## src/rtl/dea_pkg.sv

```systemverilog
// package for the data eeprom access controller: register map, fields, timing
// assumes a 32-bit axi4-lite register bus and a 125 MHz core clock
package dea_pkg;
    localparam int ADDR_W = 8;
    localparam int ARRAY_DEPTH = 256;
    localparam logic [7:0] OFS_ACCESS_CONTROL = 8'h00;
    localparam logic [7:0] OFS_UNLOCK_PORT = 8'h04;
    localparam logic [7:0] OFS_CELL_POINTER = 8'h08;
    localparam logic [7:0] OFS_CELL_VALUE = 8'h0C;
    localparam logic [7:0] OFS_DONE_STATUS = 8'h10;
    localparam int BIT_READ_START = 0;
    localparam int BIT_WRITE_START = 1;
    localparam int BIT_PROGRAM_ENABLE = 2;
    localparam int BIT_ABORT = 3;
    localparam int BIT_ARRAY_SELECT = 7;
    localparam int BIT_DONE = 0;
    localparam logic [7:0] UNLOCK_FIRST = 8'h55;
    localparam logic [7:0] UNLOCK_SECOND = 8'hAA;
    localparam logic [1:0] RESP_OKAY = 2'h0;
    localparam logic [1:0] RESP_SLVERR = 2'h2;
    localparam int CLK_MHZ = 125;
    localparam int PROG_TIME_US = 4000;
    localparam int PROG_CYCLES = PROG_TIME_US * CLK_MHZ;
    typedef enum logic [1:0] {
        DEA_UNL_IDLE = 2'h0,
        DEA_UNL_FIRST = 2'h1,
        DEA_UNL_ARMED = 2'h3
    } dea_unlock_e;
    typedef struct packed {
        logic valid;
        logic [7:0] offset;
        logic [31:0] data;
        logic [3:0] strb;
    } dea_wreq_s;
endpackage

```

## src/rtl/dea_array.sv

```systemverilog
// byte-wide nonvolatile array model with timed programming
// assumes the controller issues one request at a time and waits for done
`timescale 1ns/1ps
module dea_array #(
    parameter int PROG_CYCLES = dea_pkg::PROG_CYCLES
) (
    input wire logic core_clk, // core clock
    input wire logic rst_n, // synchronous reset, active low
    input wire logic [7:0] rd_addr, // read address
    output logic [7:0] rd_data, // combinational read data
    input wire logic prog_start, // one-cycle program request
    input wire logic [7:0] prog_addr, // program address
    input wire logic [7:0] prog_data, // program data
    output logic prog_busy, // programming in progress
    output logic prog_done // one-cycle completion pulse
);
    logic [7:0] cells [dea_pkg::ARRAY_DEPTH];
    logic [31:0] cnt_reg;
    logic [7:0] addr_reg;
    logic [7:0] data_reg;
    wire cnt_last = (cnt_reg == 32'(PROG_CYCLES - 1));

    assign rd_data = cells[rd_addr];

    always_ff @(posedge core_clk) begin
        if (!rst_n) begin
            prog_busy <= 1'b0;
            prog_done <= 1'b0;
            cnt_reg <= 32'h0;
            addr_reg <= 8'h00;
            data_reg <= 8'h00;
        end else begin
            prog_done <= 1'b0;
            if (prog_start && !prog_busy) begin
                prog_busy <= 1'b1;
                cnt_reg <= 32'h0;
                addr_reg <= prog_addr;
                data_reg <= prog_data;
            end else if (prog_busy) begin
                cnt_reg <= cnt_reg + 32'h1;
                if (cnt_last) begin
                    prog_busy <= 1'b0;
                    prog_done <= 1'b1;
                end
            end
        end
    end

    // cells survive reset, as nonvolatile storage should
    always_ff @(posedge core_clk) begin
        if (rst_n && prog_busy && cnt_last) begin
            cells[addr_reg] <= data_reg;
        end
    end
endmodule

```

## src/rtl/dea_ctrl.sv

```systemverilog
// data eeprom access controller: axi4-lite registers, unlock, read and write
// assumes one core clock; ext_abort_reset marks a pin or watchdog reset
`timescale 1ns/1ps
module dea_ctrl #(
    parameter int PROG_CYCLES = dea_pkg::PROG_CYCLES
) (
    input wire logic core_clk, // core clock
    input wire logic rst_n, // synchronous reset, active low
    input wire logic por_n, // power-on reset, active low, synchronous
    input wire logic ext_abort_reset, // pin or watchdog reset, high
    input wire logic [7:0] s_axi_awaddr, // write address
    input wire logic s_axi_awvalid, // write address valid
    output logic s_axi_awready, // write address ready
    input wire logic [31:0] s_axi_wdata, // write data
    input wire logic [3:0] s_axi_wstrb, // write strobes
    input wire logic s_axi_wvalid, // write data valid
    output logic s_axi_wready, // write data ready
    output logic [1:0] s_axi_bresp, // write response
    output logic s_axi_bvalid, // write response valid
    input wire logic s_axi_bready, // write response ready
    input wire logic [7:0] s_axi_araddr, // read address
    input wire logic s_axi_arvalid, // read address valid
    output logic s_axi_arready, // read address ready
    output logic [31:0] s_axi_rdata, // read data
    output logic [1:0] s_axi_rresp, // read response
    output logic s_axi_rvalid, // read data valid
    input wire logic s_axi_rready // read data ready
);
    logic aw_held_reg;
    logic w_held_reg;
    logic [7:0] awaddr_reg;
    logic [31:0] wdata_reg;
    logic [3:0] wstrb_reg;
    logic array_select_reg;
    logic program_enable_reg;
    logic write_start_reg;
    logic read_start_reg;
    logic abort_reg;
    logic done_reg;
    logic [7:0] cell_pointer_reg;
    logic [7:0] cell_value_reg;
    dea_pkg::dea_unlock_e unlock_reg;
    dea_pkg::dea_unlock_e unlock_next;
    dea_pkg::dea_wreq_s wreq;
    wire [7:0] arr_rd_data;
    wire arr_busy;
    wire arr_done;

    // write channel capture: address and data in either order
    wire aw_take = s_axi_awvalid && s_axi_awready;
    wire w_take = s_axi_wvalid && s_axi_wready;
    wire aw_have = aw_held_reg || aw_take;
    wire w_have = w_held_reg || w_take;
    wire wr_fire = aw_have && w_have && !s_axi_bvalid;
    assign wreq.valid = wr_fire;
    assign wreq.offset = aw_held_reg ? awaddr_reg : s_axi_awaddr;
    assign wreq.data = w_held_reg ? wdata_reg : s_axi_wdata;
    assign wreq.strb = w_held_reg ? wstrb_reg : s_axi_wstrb;
    wire lane0 = wreq.valid && wreq.strb[0];
    wire [7:0] wbyte = wreq.data[7:0];

    wire ofs_ok = (wreq.offset == dea_pkg::OFS_ACCESS_CONTROL)
        || (wreq.offset == dea_pkg::OFS_UNLOCK_PORT)
        || (wreq.offset == dea_pkg::OFS_CELL_POINTER)
        || (wreq.offset == dea_pkg::OFS_CELL_VALUE)
        || (wreq.offset == dea_pkg::OFS_DONE_STATUS);
    wire wr_ctrl = lane0 && (wreq.offset == dea_pkg::OFS_ACCESS_CONTROL);
    wire wr_unlock = lane0 && (wreq.offset == dea_pkg::OFS_UNLOCK_PORT);
    wire wr_ptr = lane0 && (wreq.offset == dea_pkg::OFS_CELL_POINTER);
    wire wr_val = lane0 && (wreq.offset == dea_pkg::OFS_CELL_VALUE);
    wire wr_done = lane0 && (wreq.offset == dea_pkg::OFS_DONE_STATUS);

    // launch decisions
    wire req_write = wr_ctrl && wbyte[dea_pkg::BIT_WRITE_START];
    wire launch_write = req_write && program_enable_reg
        && (unlock_reg == dea_pkg::DEA_UNL_ARMED) && !write_start_reg;
    wire req_read = wr_ctrl && wbyte[dea_pkg::BIT_READ_START]
        && !wbyte[dea_pkg::BIT_ARRAY_SELECT];
    wire launch_read = req_read && !write_start_reg && !req_write;

    // unlock tracker
    always_comb begin
        unlock_next = unlock_reg;
        if (wreq.valid) begin
            unlock_next = dea_pkg::DEA_UNL_IDLE;
            case (unlock_reg)
                dea_pkg::DEA_UNL_IDLE: begin
                    if (wr_unlock && wbyte == dea_pkg::UNLOCK_FIRST) begin
                        unlock_next = dea_pkg::DEA_UNL_FIRST;
                    end
                end
                dea_pkg::DEA_UNL_FIRST: begin
                    if (wr_unlock && wbyte == dea_pkg::UNLOCK_SECOND) begin
                        unlock_next = dea_pkg::DEA_UNL_ARMED;
                    end else if (wr_unlock && wbyte == dea_pkg::UNLOCK_FIRST) begin
                        unlock_next = dea_pkg::DEA_UNL_FIRST;
                    end
                end
                default: begin
                    unlock_next = dea_pkg::DEA_UNL_IDLE;
                end
            endcase
        end
    end

    // read decode
    wire [7:0] ctrl_view = {array_select_reg, 3'h0, abort_reg,
        program_enable_reg, write_start_reg, read_start_reg};
    wire [7:0] rd_byte =
        (s_axi_araddr == dea_pkg::OFS_ACCESS_CONTROL) ? ctrl_view :
        (s_axi_araddr == dea_pkg::OFS_CELL_POINTER) ? cell_pointer_reg :
        (s_axi_araddr == dea_pkg::OFS_CELL_VALUE) ? cell_value_reg :
        (s_axi_araddr == dea_pkg::OFS_DONE_STATUS) ? {7'h00, done_reg} :
        8'h00;
    wire rd_ok = (s_axi_araddr == dea_pkg::OFS_ACCESS_CONTROL)
        || (s_axi_araddr == dea_pkg::OFS_UNLOCK_PORT)
        || (s_axi_araddr == dea_pkg::OFS_CELL_POINTER)
        || (s_axi_araddr == dea_pkg::OFS_CELL_VALUE)
        || (s_axi_araddr == dea_pkg::OFS_DONE_STATUS);

    dea_array #(.PROG_CYCLES(PROG_CYCLES)) u_array (
        .core_clk(core_clk),
        .rst_n(rst_n),
        .rd_addr(cell_pointer_reg),
        .rd_data(arr_rd_data),
        .prog_start(launch_write),
        .prog_addr(cell_pointer_reg),
        .prog_data(cell_value_reg),
        .prog_busy(arr_busy),
        .prog_done(arr_done)
    );

    // bus handshake
    always_ff @(posedge core_clk) begin
        if (!rst_n) begin
            aw_held_reg <= 1'b0;
            w_held_reg <= 1'b0;
            awaddr_reg <= 8'h00;
            wdata_reg <= 32'h0;
            wstrb_reg <= 4'h0;
            s_axi_awready <= 1'b0;
            s_axi_wready <= 1'b0;
            s_axi_bvalid <= 1'b0;
            s_axi_bresp <= dea_pkg::RESP_OKAY;
            s_axi_arready <= 1'b0;
            s_axi_rvalid <= 1'b0;
            s_axi_rdata <= 32'h0;
            s_axi_rresp <= dea_pkg::RESP_OKAY;
        end else begin
            if (aw_take) begin
                awaddr_reg <= s_axi_awaddr;
            end
            if (w_take) begin
                wdata_reg <= s_axi_wdata;
                wstrb_reg <= s_axi_wstrb;
            end
            aw_held_reg <= aw_have && !wr_fire;
            w_held_reg <= w_have && !wr_fire;
            s_axi_awready <= !aw_have && !s_axi_bvalid && !s_axi_awready;
            s_axi_wready <= !w_have && !s_axi_bvalid && !s_axi_wready;
            if (wr_fire) begin
                s_axi_bvalid <= 1'b1;
                s_axi_bresp <= ofs_ok ? dea_pkg::RESP_OKAY : dea_pkg::RESP_SLVERR;
            end else if (s_axi_bready) begin
                s_axi_bvalid <= 1'b0;
            end
            s_axi_arready <= !s_axi_rvalid && !s_axi_arready && s_axi_arvalid;
            if (s_axi_arvalid && s_axi_arready) begin
                s_axi_rvalid <= 1'b1;
                s_axi_rdata <= {24'h000000, rd_byte};
                s_axi_rresp <= rd_ok ? dea_pkg::RESP_OKAY : dea_pkg::RESP_SLVERR;
            end else if (s_axi_rready) begin
                s_axi_rvalid <= 1'b0;
            end
        end
    end

    // abort flag and array select follow power-on reset only; program enable also clears on core reset
    always_ff @(posedge core_clk) begin
        if (!por_n) begin
            program_enable_reg <= 1'b0;
            abort_reg <= 1'b0;
            array_select_reg <= 1'b0;
        end else if (!rst_n) begin
            program_enable_reg <= 1'b0;
            if (ext_abort_reset && write_start_reg) begin
                abort_reg <= 1'b1;
            end
        end else if (wr_ctrl) begin
            program_enable_reg <= wbyte[dea_pkg::BIT_PROGRAM_ENABLE];
            abort_reg <= wbyte[dea_pkg::BIT_ABORT];
            if (!write_start_reg) begin
                array_select_reg <= wbyte[dea_pkg::BIT_ARRAY_SELECT];
            end
        end
    end

    // pointer and value survive a core reset so an aborted write can be retried
    always_ff @(posedge core_clk) begin
        if (!por_n) begin
            cell_pointer_reg <= 8'h00;
            cell_value_reg <= 8'h00;
        end else if (rst_n) begin
            if (wr_ptr && !write_start_reg) begin
                cell_pointer_reg <= wbyte;
            end
            if (launch_read) begin
                cell_value_reg <= arr_rd_data;
            end else if (wr_val && !write_start_reg) begin
                cell_value_reg <= wbyte;
            end
        end
    end

    always_ff @(posedge core_clk) begin
        if (!rst_n) begin
            unlock_reg <= dea_pkg::DEA_UNL_IDLE;
            write_start_reg <= 1'b0;
            read_start_reg <= 1'b0;
            done_reg <= 1'b0;
        end else begin
            unlock_reg <= unlock_next;
            // one-cycle pulse, so the bit reads back clear by the next bus read
            read_start_reg <= launch_read;
            if (launch_write) begin
                write_start_reg <= 1'b1;
            end else if (arr_done) begin
                write_start_reg <= 1'b0;
            end
            if (arr_done) begin
                done_reg <= 1'b1;
            end else if (wr_done && wbyte[dea_pkg::BIT_DONE]) begin
                done_reg <= 1'b0;
            end
        end
    end
endmodule

```

## config.mk

```make
export PLATFORM = sky130hd
export DESIGN_NAME = dea_ctrl
export DESIGN_NICKNAME = d
export VERILOG_FILES = /design/src/rtl/dea_pkg.sv /design/src/rtl/dea_array.sv /design/src/rtl/dea_ctrl.sv
export SDC_FILE = /design/constraint.sdc
export NUM_CORES = 2
export LEC_CHECK = 0
export BUFFER_PORTS_ARGS = -buffer_cell sky130_fd_sc_hd__buf_2
export CORE_ASPECT_RATIO = 1.2
export CORE_MARGIN = 1.5
export CORE_UTILIZATION = 27
export CTS_CLUSTER_SIZE = 8
export DETAILED_ROUTE_END_ITERATION = 8
export SLEW_MARGIN = 10
export SYNTH_ARGS = -nofsm -noshare
export SYNTH_HDL_FRONTEND = slang
export SYNTH_SLANG_ARGS = --single-unit
```

## constraint.sdc

```tcl
create_clock -name core_clk -period 5.1 [get_ports core_clk]
set_input_delay 1.02 -clock core_clk [delete_from_list [all_inputs] [get_ports core_clk]]
set_output_delay 1.02 -clock core_clk [all_outputs]
set_load 0.01 [all_outputs]
```

======== Word-level counts from Yosys, hierarchy flattened ========
Memories as Yosys holds them, arrays and structs flattened. A register that Yosys moved wholly into a read port is not among the register bits.
Index checks and enable logic that the tools add are counted.
cells by class
  reduce and logical (&&, ||, !) cells .... 74
  eq/ne operators ......................... 14
  bitwise gates (word level) .............. 3
  add/subtract/negate cells ............... 1
  multiplexer cells ....................... 33
operators with widths
  cell                   number
  $mux 8                 9
  $logic_and 1x1->1      36
  $add 32x1->32 const B  1
  $eq 32x19->1 const B   1
  $eq 8x4->1 const B     4
  $mux 1                 20
  $eq 8x3->1 const B     2
  $eq 8x5->1 const B     2
  $logic_not 8->1        2
  $logic_not 1->1        12
  $reduce_bool 2->1      6
  $logic_or 1x1->1       10
  $eq 8x7->1 const B     1
  $eq 8x8->1 const B     1
  $reduce_and 2->1       4
  $mux 2                 3
  $pmux 2 s2             1
  $not 1->1              3
  $reduce_and 3->1       1
  $reduce_or 3->1        1
  $eq 2x1->1 const B     1
  $eq 2x2->1 const B     1
  $logic_not 2->1        1
  $ne 2x1->1 const B     1
  $reduce_or 2->1        1
storage, ports and cells
  logic and storage cells ................. 153
  memories ................................ 1
  output and inout port bits .............. 41
  RAM bits ................................ 2048
  bits in registers ....................... 110
memories
  memory         depth  width  read ports  clocked after Yosys merged registers in  write ports  RTL line         source
  u_array.cells  256    8      1           1                                        1            dea_array.sv:17  logic [7:0] cells [dea_pkg::ARRAY_DEPTH];

======== Longest topological paths before layout ========
  word-level depth ........................ 12
  gate-level depth with buffers ........... 13

======== Cells and area by module ========
From an unflattened synthesis, not the netlist that was laid out.
unflattened totals
  cell total of the unflattened synthesis .. 4485
  area total of the unflattened synthesis .. 85012.8 um2
by module, submodules not included
  module     instances  cells an instance  area an instance (um2)
  dea_array  1          4138               81972.4
  dea_ctrl   1          347                3040.4

======== Least setup slack after synthesis ========
Ideal clock, no wire load.
  path type ............................... reg2reg
  start point ............................. register u_array.data_reg[0]
  end point ............................... memory u_array.cells[0][0] (data pin)
  data required time ...................... 4.244 ns
  library setup time ...................... 0.856 ns
  period minus slack after synthesis ...... 4.253 ns
  path slack .............................. 0.847 ns
  buffers on the path ..................... 0
  arrival ................................. 3.397 ns
  stages on the path, launching flop included .. 1
  cells stage by stage .................... dfxtp_1
RTL lines
  element                 RTL line         source
  from (decl)             dea_array.sv:20  logic [7:0] data_reg;
  from (signal assigned)  dea_array.sv:38  data_reg <= prog_data;
  to (decl)               dea_array.sv:17
Straight into the memory's write port.

======== Worst setup path after layout ========
  start point ............................. register u_array.cnt_reg[0]
  end point ............................... memory u_array.cells[92][0] (enable)
on the way
  cells in the longest elaborated chain, start to end .. 4
RTL lines
  element                       RTL line         source
  from (decl)                   dea_array.sv:18  logic [31:0] cnt_reg;
  from (signal assigned)        dea_array.sv:40  cnt_reg <= cnt_reg + 32'h1;
  $eq 32x19->1                  dea_array.sv:21  wire cnt_last = (cnt_reg == 32'(PROG_CYCLES - 1));
  $logic_and 1x1->1             dea_array.sv:51  if (rst_n && prog_busy && cnt_last) begin
  $mux 1                        dea_array.sv:51
  $mux 1 (not written as such)  dea_array.sv:52  cells[addr_reg] <= data_reg;
No other way between the ends.

==> key figures <==
Placed design
  – Final GP Congestion: ~0.86
  – Hpwl dp: roughly 140000 um
  – I/O Buffers: between 40 and 50

Floorplanning
  – Core area: ~310000 um2
  – Die area: between 300000 and 400000 um2
  – Initial Utilization: a little over a quarter
  – Die width: slightly above 500 um
  – Ports: between 100 and 150
  – Die Y: ~600 um
  – Site Rows: 225

Yosys
  – Synth Area in Simple Gates: ~4.3%
  – Seq/Total Area, Yosys: 75.3%
  – Average size of a mapped cell: between 15 and 20 um2
  – Yosys warns: 0
  – Main combinational cell family by area after synthesis: multiplexers
  – Synth Area in XOR/XNOR: 0.310%
  – Netlist Area Pre-Place: ~85000 um2
  – Post-synthesis compound-gate area fraction: under 10%
  – Number of synthesized flops with an enable pin: 2048
  – Yosys cell types: 81
  – Asr flop ratio synth: 0%
  – Yosys reg bits: 2164
  – Post-Synth Adder-Cell Area: 0.0148%
  – Gate Count Post-Synth: roughly 4300
  – Portion of netlist area occupied by mux cells: between 10% and 20%
  – Top flip-flop cell by instance count after synthesis: edfxtp_1

Power
  – Pleak: approximately 0.035 uW
  – Final Power: between 30000 and 40000 uW
  – VDD IR max: between 0.2 and 0.25 mV
  – PwrDens: approximately 380 nW/um2

Run status
  – Status: finished clean

Job
  – Max Cap Viol: 0

GRT
  – First-pass GRT wire length: 329000 um
  – GRT Overall Usage: roughly 14%
  – Largest net degree at the start of global routing: about 240
  – Vias in the first global route: between 40000 and 50000
  – Grt ovf: 0
  – Antenna violations before repair: 4

STA
  – Crit path time final: 4.56 ns
  – Unrepaired setup endpoints after global routing: false
  – Slew @ Worst Pin: about 1.3 ns
  – Max_slew headroom: 12.9%
  – Maximum clock frequency: 0.219 GHz
  – Final Hold Vio Count: 0
  – Fin. max-slew vios: 0
  – Hold WS: 0.437 ns
  – Setup TNS: 0 ns
  – Post-route clock period utilization: 89.4%
  – Setup violators final: 0
  – Post-Route Skew: between 0.06 and 0.07 ns

Clocking
  – CTS tree: done
  – CTS Sinks: about 2200
  – Post-CTS Resized: 0
  – Hold Buf Count CTS: 0
  – # Post-CTS Setup Buffers: 0
  – CTS H-tree depth: 5
  – Worst-path clk slew: 0.05 ns
  – Clk buf depth: 4
  – CTS Buf Count: roughly 310
  – Root Driver: clkbuf_16
  – Worst skew pair latency: 0.85 ns

Detailed routing
  – Initial DRC Count: between 5000 and 6000
  – Residual DRC count: 0
  – Final WL: roughly 230000 um
  – DRT Pass-1 Iters: 6
  – DR WL/cell: 26.0 um
  – DR vias/cell: around 4.9
  – Via count: approximately 44000
  – Final ANT Viol Nets: 0

Setup path
  – CP endpoint kind: flop
  – Worst-path fanout max: 16
  – WS Path Type: reg -> reg
  – Startpoint types: flop
  – Worst path required time: between 5 and 6 ns
  – CP Data Arrival Time: around 5.0 ns

Final layout
  – Largest register FFs: about 2000
  – Area growth from synthesis to layout: 16.6%
  – Fraction of layout cells with a size suffix above 1: between 20% and 30%
  – # nets final: between 4000 and 5000

Min path
  – Hold crit path type: in -> reg
-- worst paths after layout --
kind,from,to,slack [ns],cells after the start
setup / recovery,u_array.cnt_reg[0],u_array.cells[92][0],0.54,8
hold / removal,s_axi_awaddr[4],awaddr_reg[4],0.44,3
setup reg to reg,u_array.cnt_reg[0],u_array.cells[92][0],0.54,8
hold reg to reg,s_axi_rvalid,s_axi_arready,0.45,1
-- through the flow --
step	utilization (%)	cells	instance area (um2)	setup slack, ns
4_1_cts	31.6	8879	98900	0.613
2_1_floorplan	-	4344	84900	0.847
3_5_place_dp	28.9	8510	90500	0.321
3_3_place_gp	28.9	8510	90500	0.325
6_report	31.6	8882	98900	0.543
5_1_grt	31.6	8880	98900	0.415
-- cell usage in the layout (no fill, tap or decap), drive strengths merged, types with 11 or more instances in the layout --
cell type  instances
edfxtp          2048
mux4             481
nor2             369
clkbuf           345
buf              236
nand2            189
mux2i            159
dfxtp            116
a21oi             90
a22oi             87
nand3             53
nor2b             41
a221oi            32
nor3              31
a211oi            31
conb              26
o21ai             26
inv               24
mux2              23
a31oi             20
nor4              20
xor2              19
nand4             17
a22o              16
and2              14
o22ai             14
nand2b            13
and3              13
clkinv            13
xnor2             11
-- power breakdown --
group	leakage [uW]	total (uW)	internal [uW]	switching, uW
Sequential	0.0248	19200	19200	18.2
Clock	0.00408	18200	11000	7250
Combinational	0.00593	134	45.8	88.1
-- per-layer routing --
| layer | track usage (%) | part of all wire (%) | vias up |
|---|---|---|---|
| met5 | 0 | 0 | - |
| met4 | 6.40 | 4.6 | 0 |
| met1 | 17.8 | 38 | 23200 |
| met2 | 23.7 | 49 | 2064 |
| li1 | - | - | 18100 |
| met3 | 2.70 | 7.9 | 441 |
-- critical path, stage by stage, from the launching register on --
cell and delay [ns]:
dfxtp_1 0.39, ha_1 0.19, and4_1 0.33, nand4_1 0.18, nor4_2 0.66, nand2_1 0.14
nor2_1 0.71, nand2_1 0.70, nor2_1 0.84
-- cell usage after synthesis (22+ instances only) --
| cell type | number | share of area [%] |
|---|---|---|
| nand3_1 | 52 | 0.31 |
| clkbuf_1 | 78 | 0.35 |
| a221oi_1 | 32 | 0.33 |
| buf_6 | 32 | 0.42 |
| a211oi_1 | 31 | 0.27 |
| mux2_2 | 22 | 0.29 |
| dfxtp_1 | 116 | 2.7 |
| a22oi_1 | 87 | 0.77 |
| nor2b_1 | 40 | 0.30 |
| mux4_2 | 474 | 13 |
| buf_2 | 62 | 0.37 |
| mux2i_1 | 159 | 1.9 |
| o21ai_0 | 24 | 0.14 |
| nand2_1 | 189 | 0.84 |
| buf_4 | 75 | 0.66 |
| a21oi_1 | 90 | 0.53 |
| nor3_1 | 31 | 0.18 |
| nor2_1 | 369 | 1.6 |
| edfxtp_1 | 2048 | 73 |
-- cell families (layout without fill, tap and decap cells) --
family / Yosys count / after routing
and+or+nand+nor: 804 / 804
muxes: 663 / 663
buffers and inverters: 282 / 618
AOI/OAI and AO/OA: 374 / 374
xor gates and xnor gates: 30 / 30
other: 1 / 29
adders and majority gates: 1 / 1
DFF: 2164 / 2164
-- area by class of cell --
cell class,instances,area (um2)
Inverter,13,48.8
Clock buffer,345,8000
Sequential cell,2164,63900
Tap cell,4199,5250
Antenna cell,3,7.51
Timing Repair Buffer,236,1980
Fill cell,29600,214000
Multi-Input combinational cell,1898,19400
Clock inverter,24,353
No activity file was read; power rests on OpenSTA's default activity.
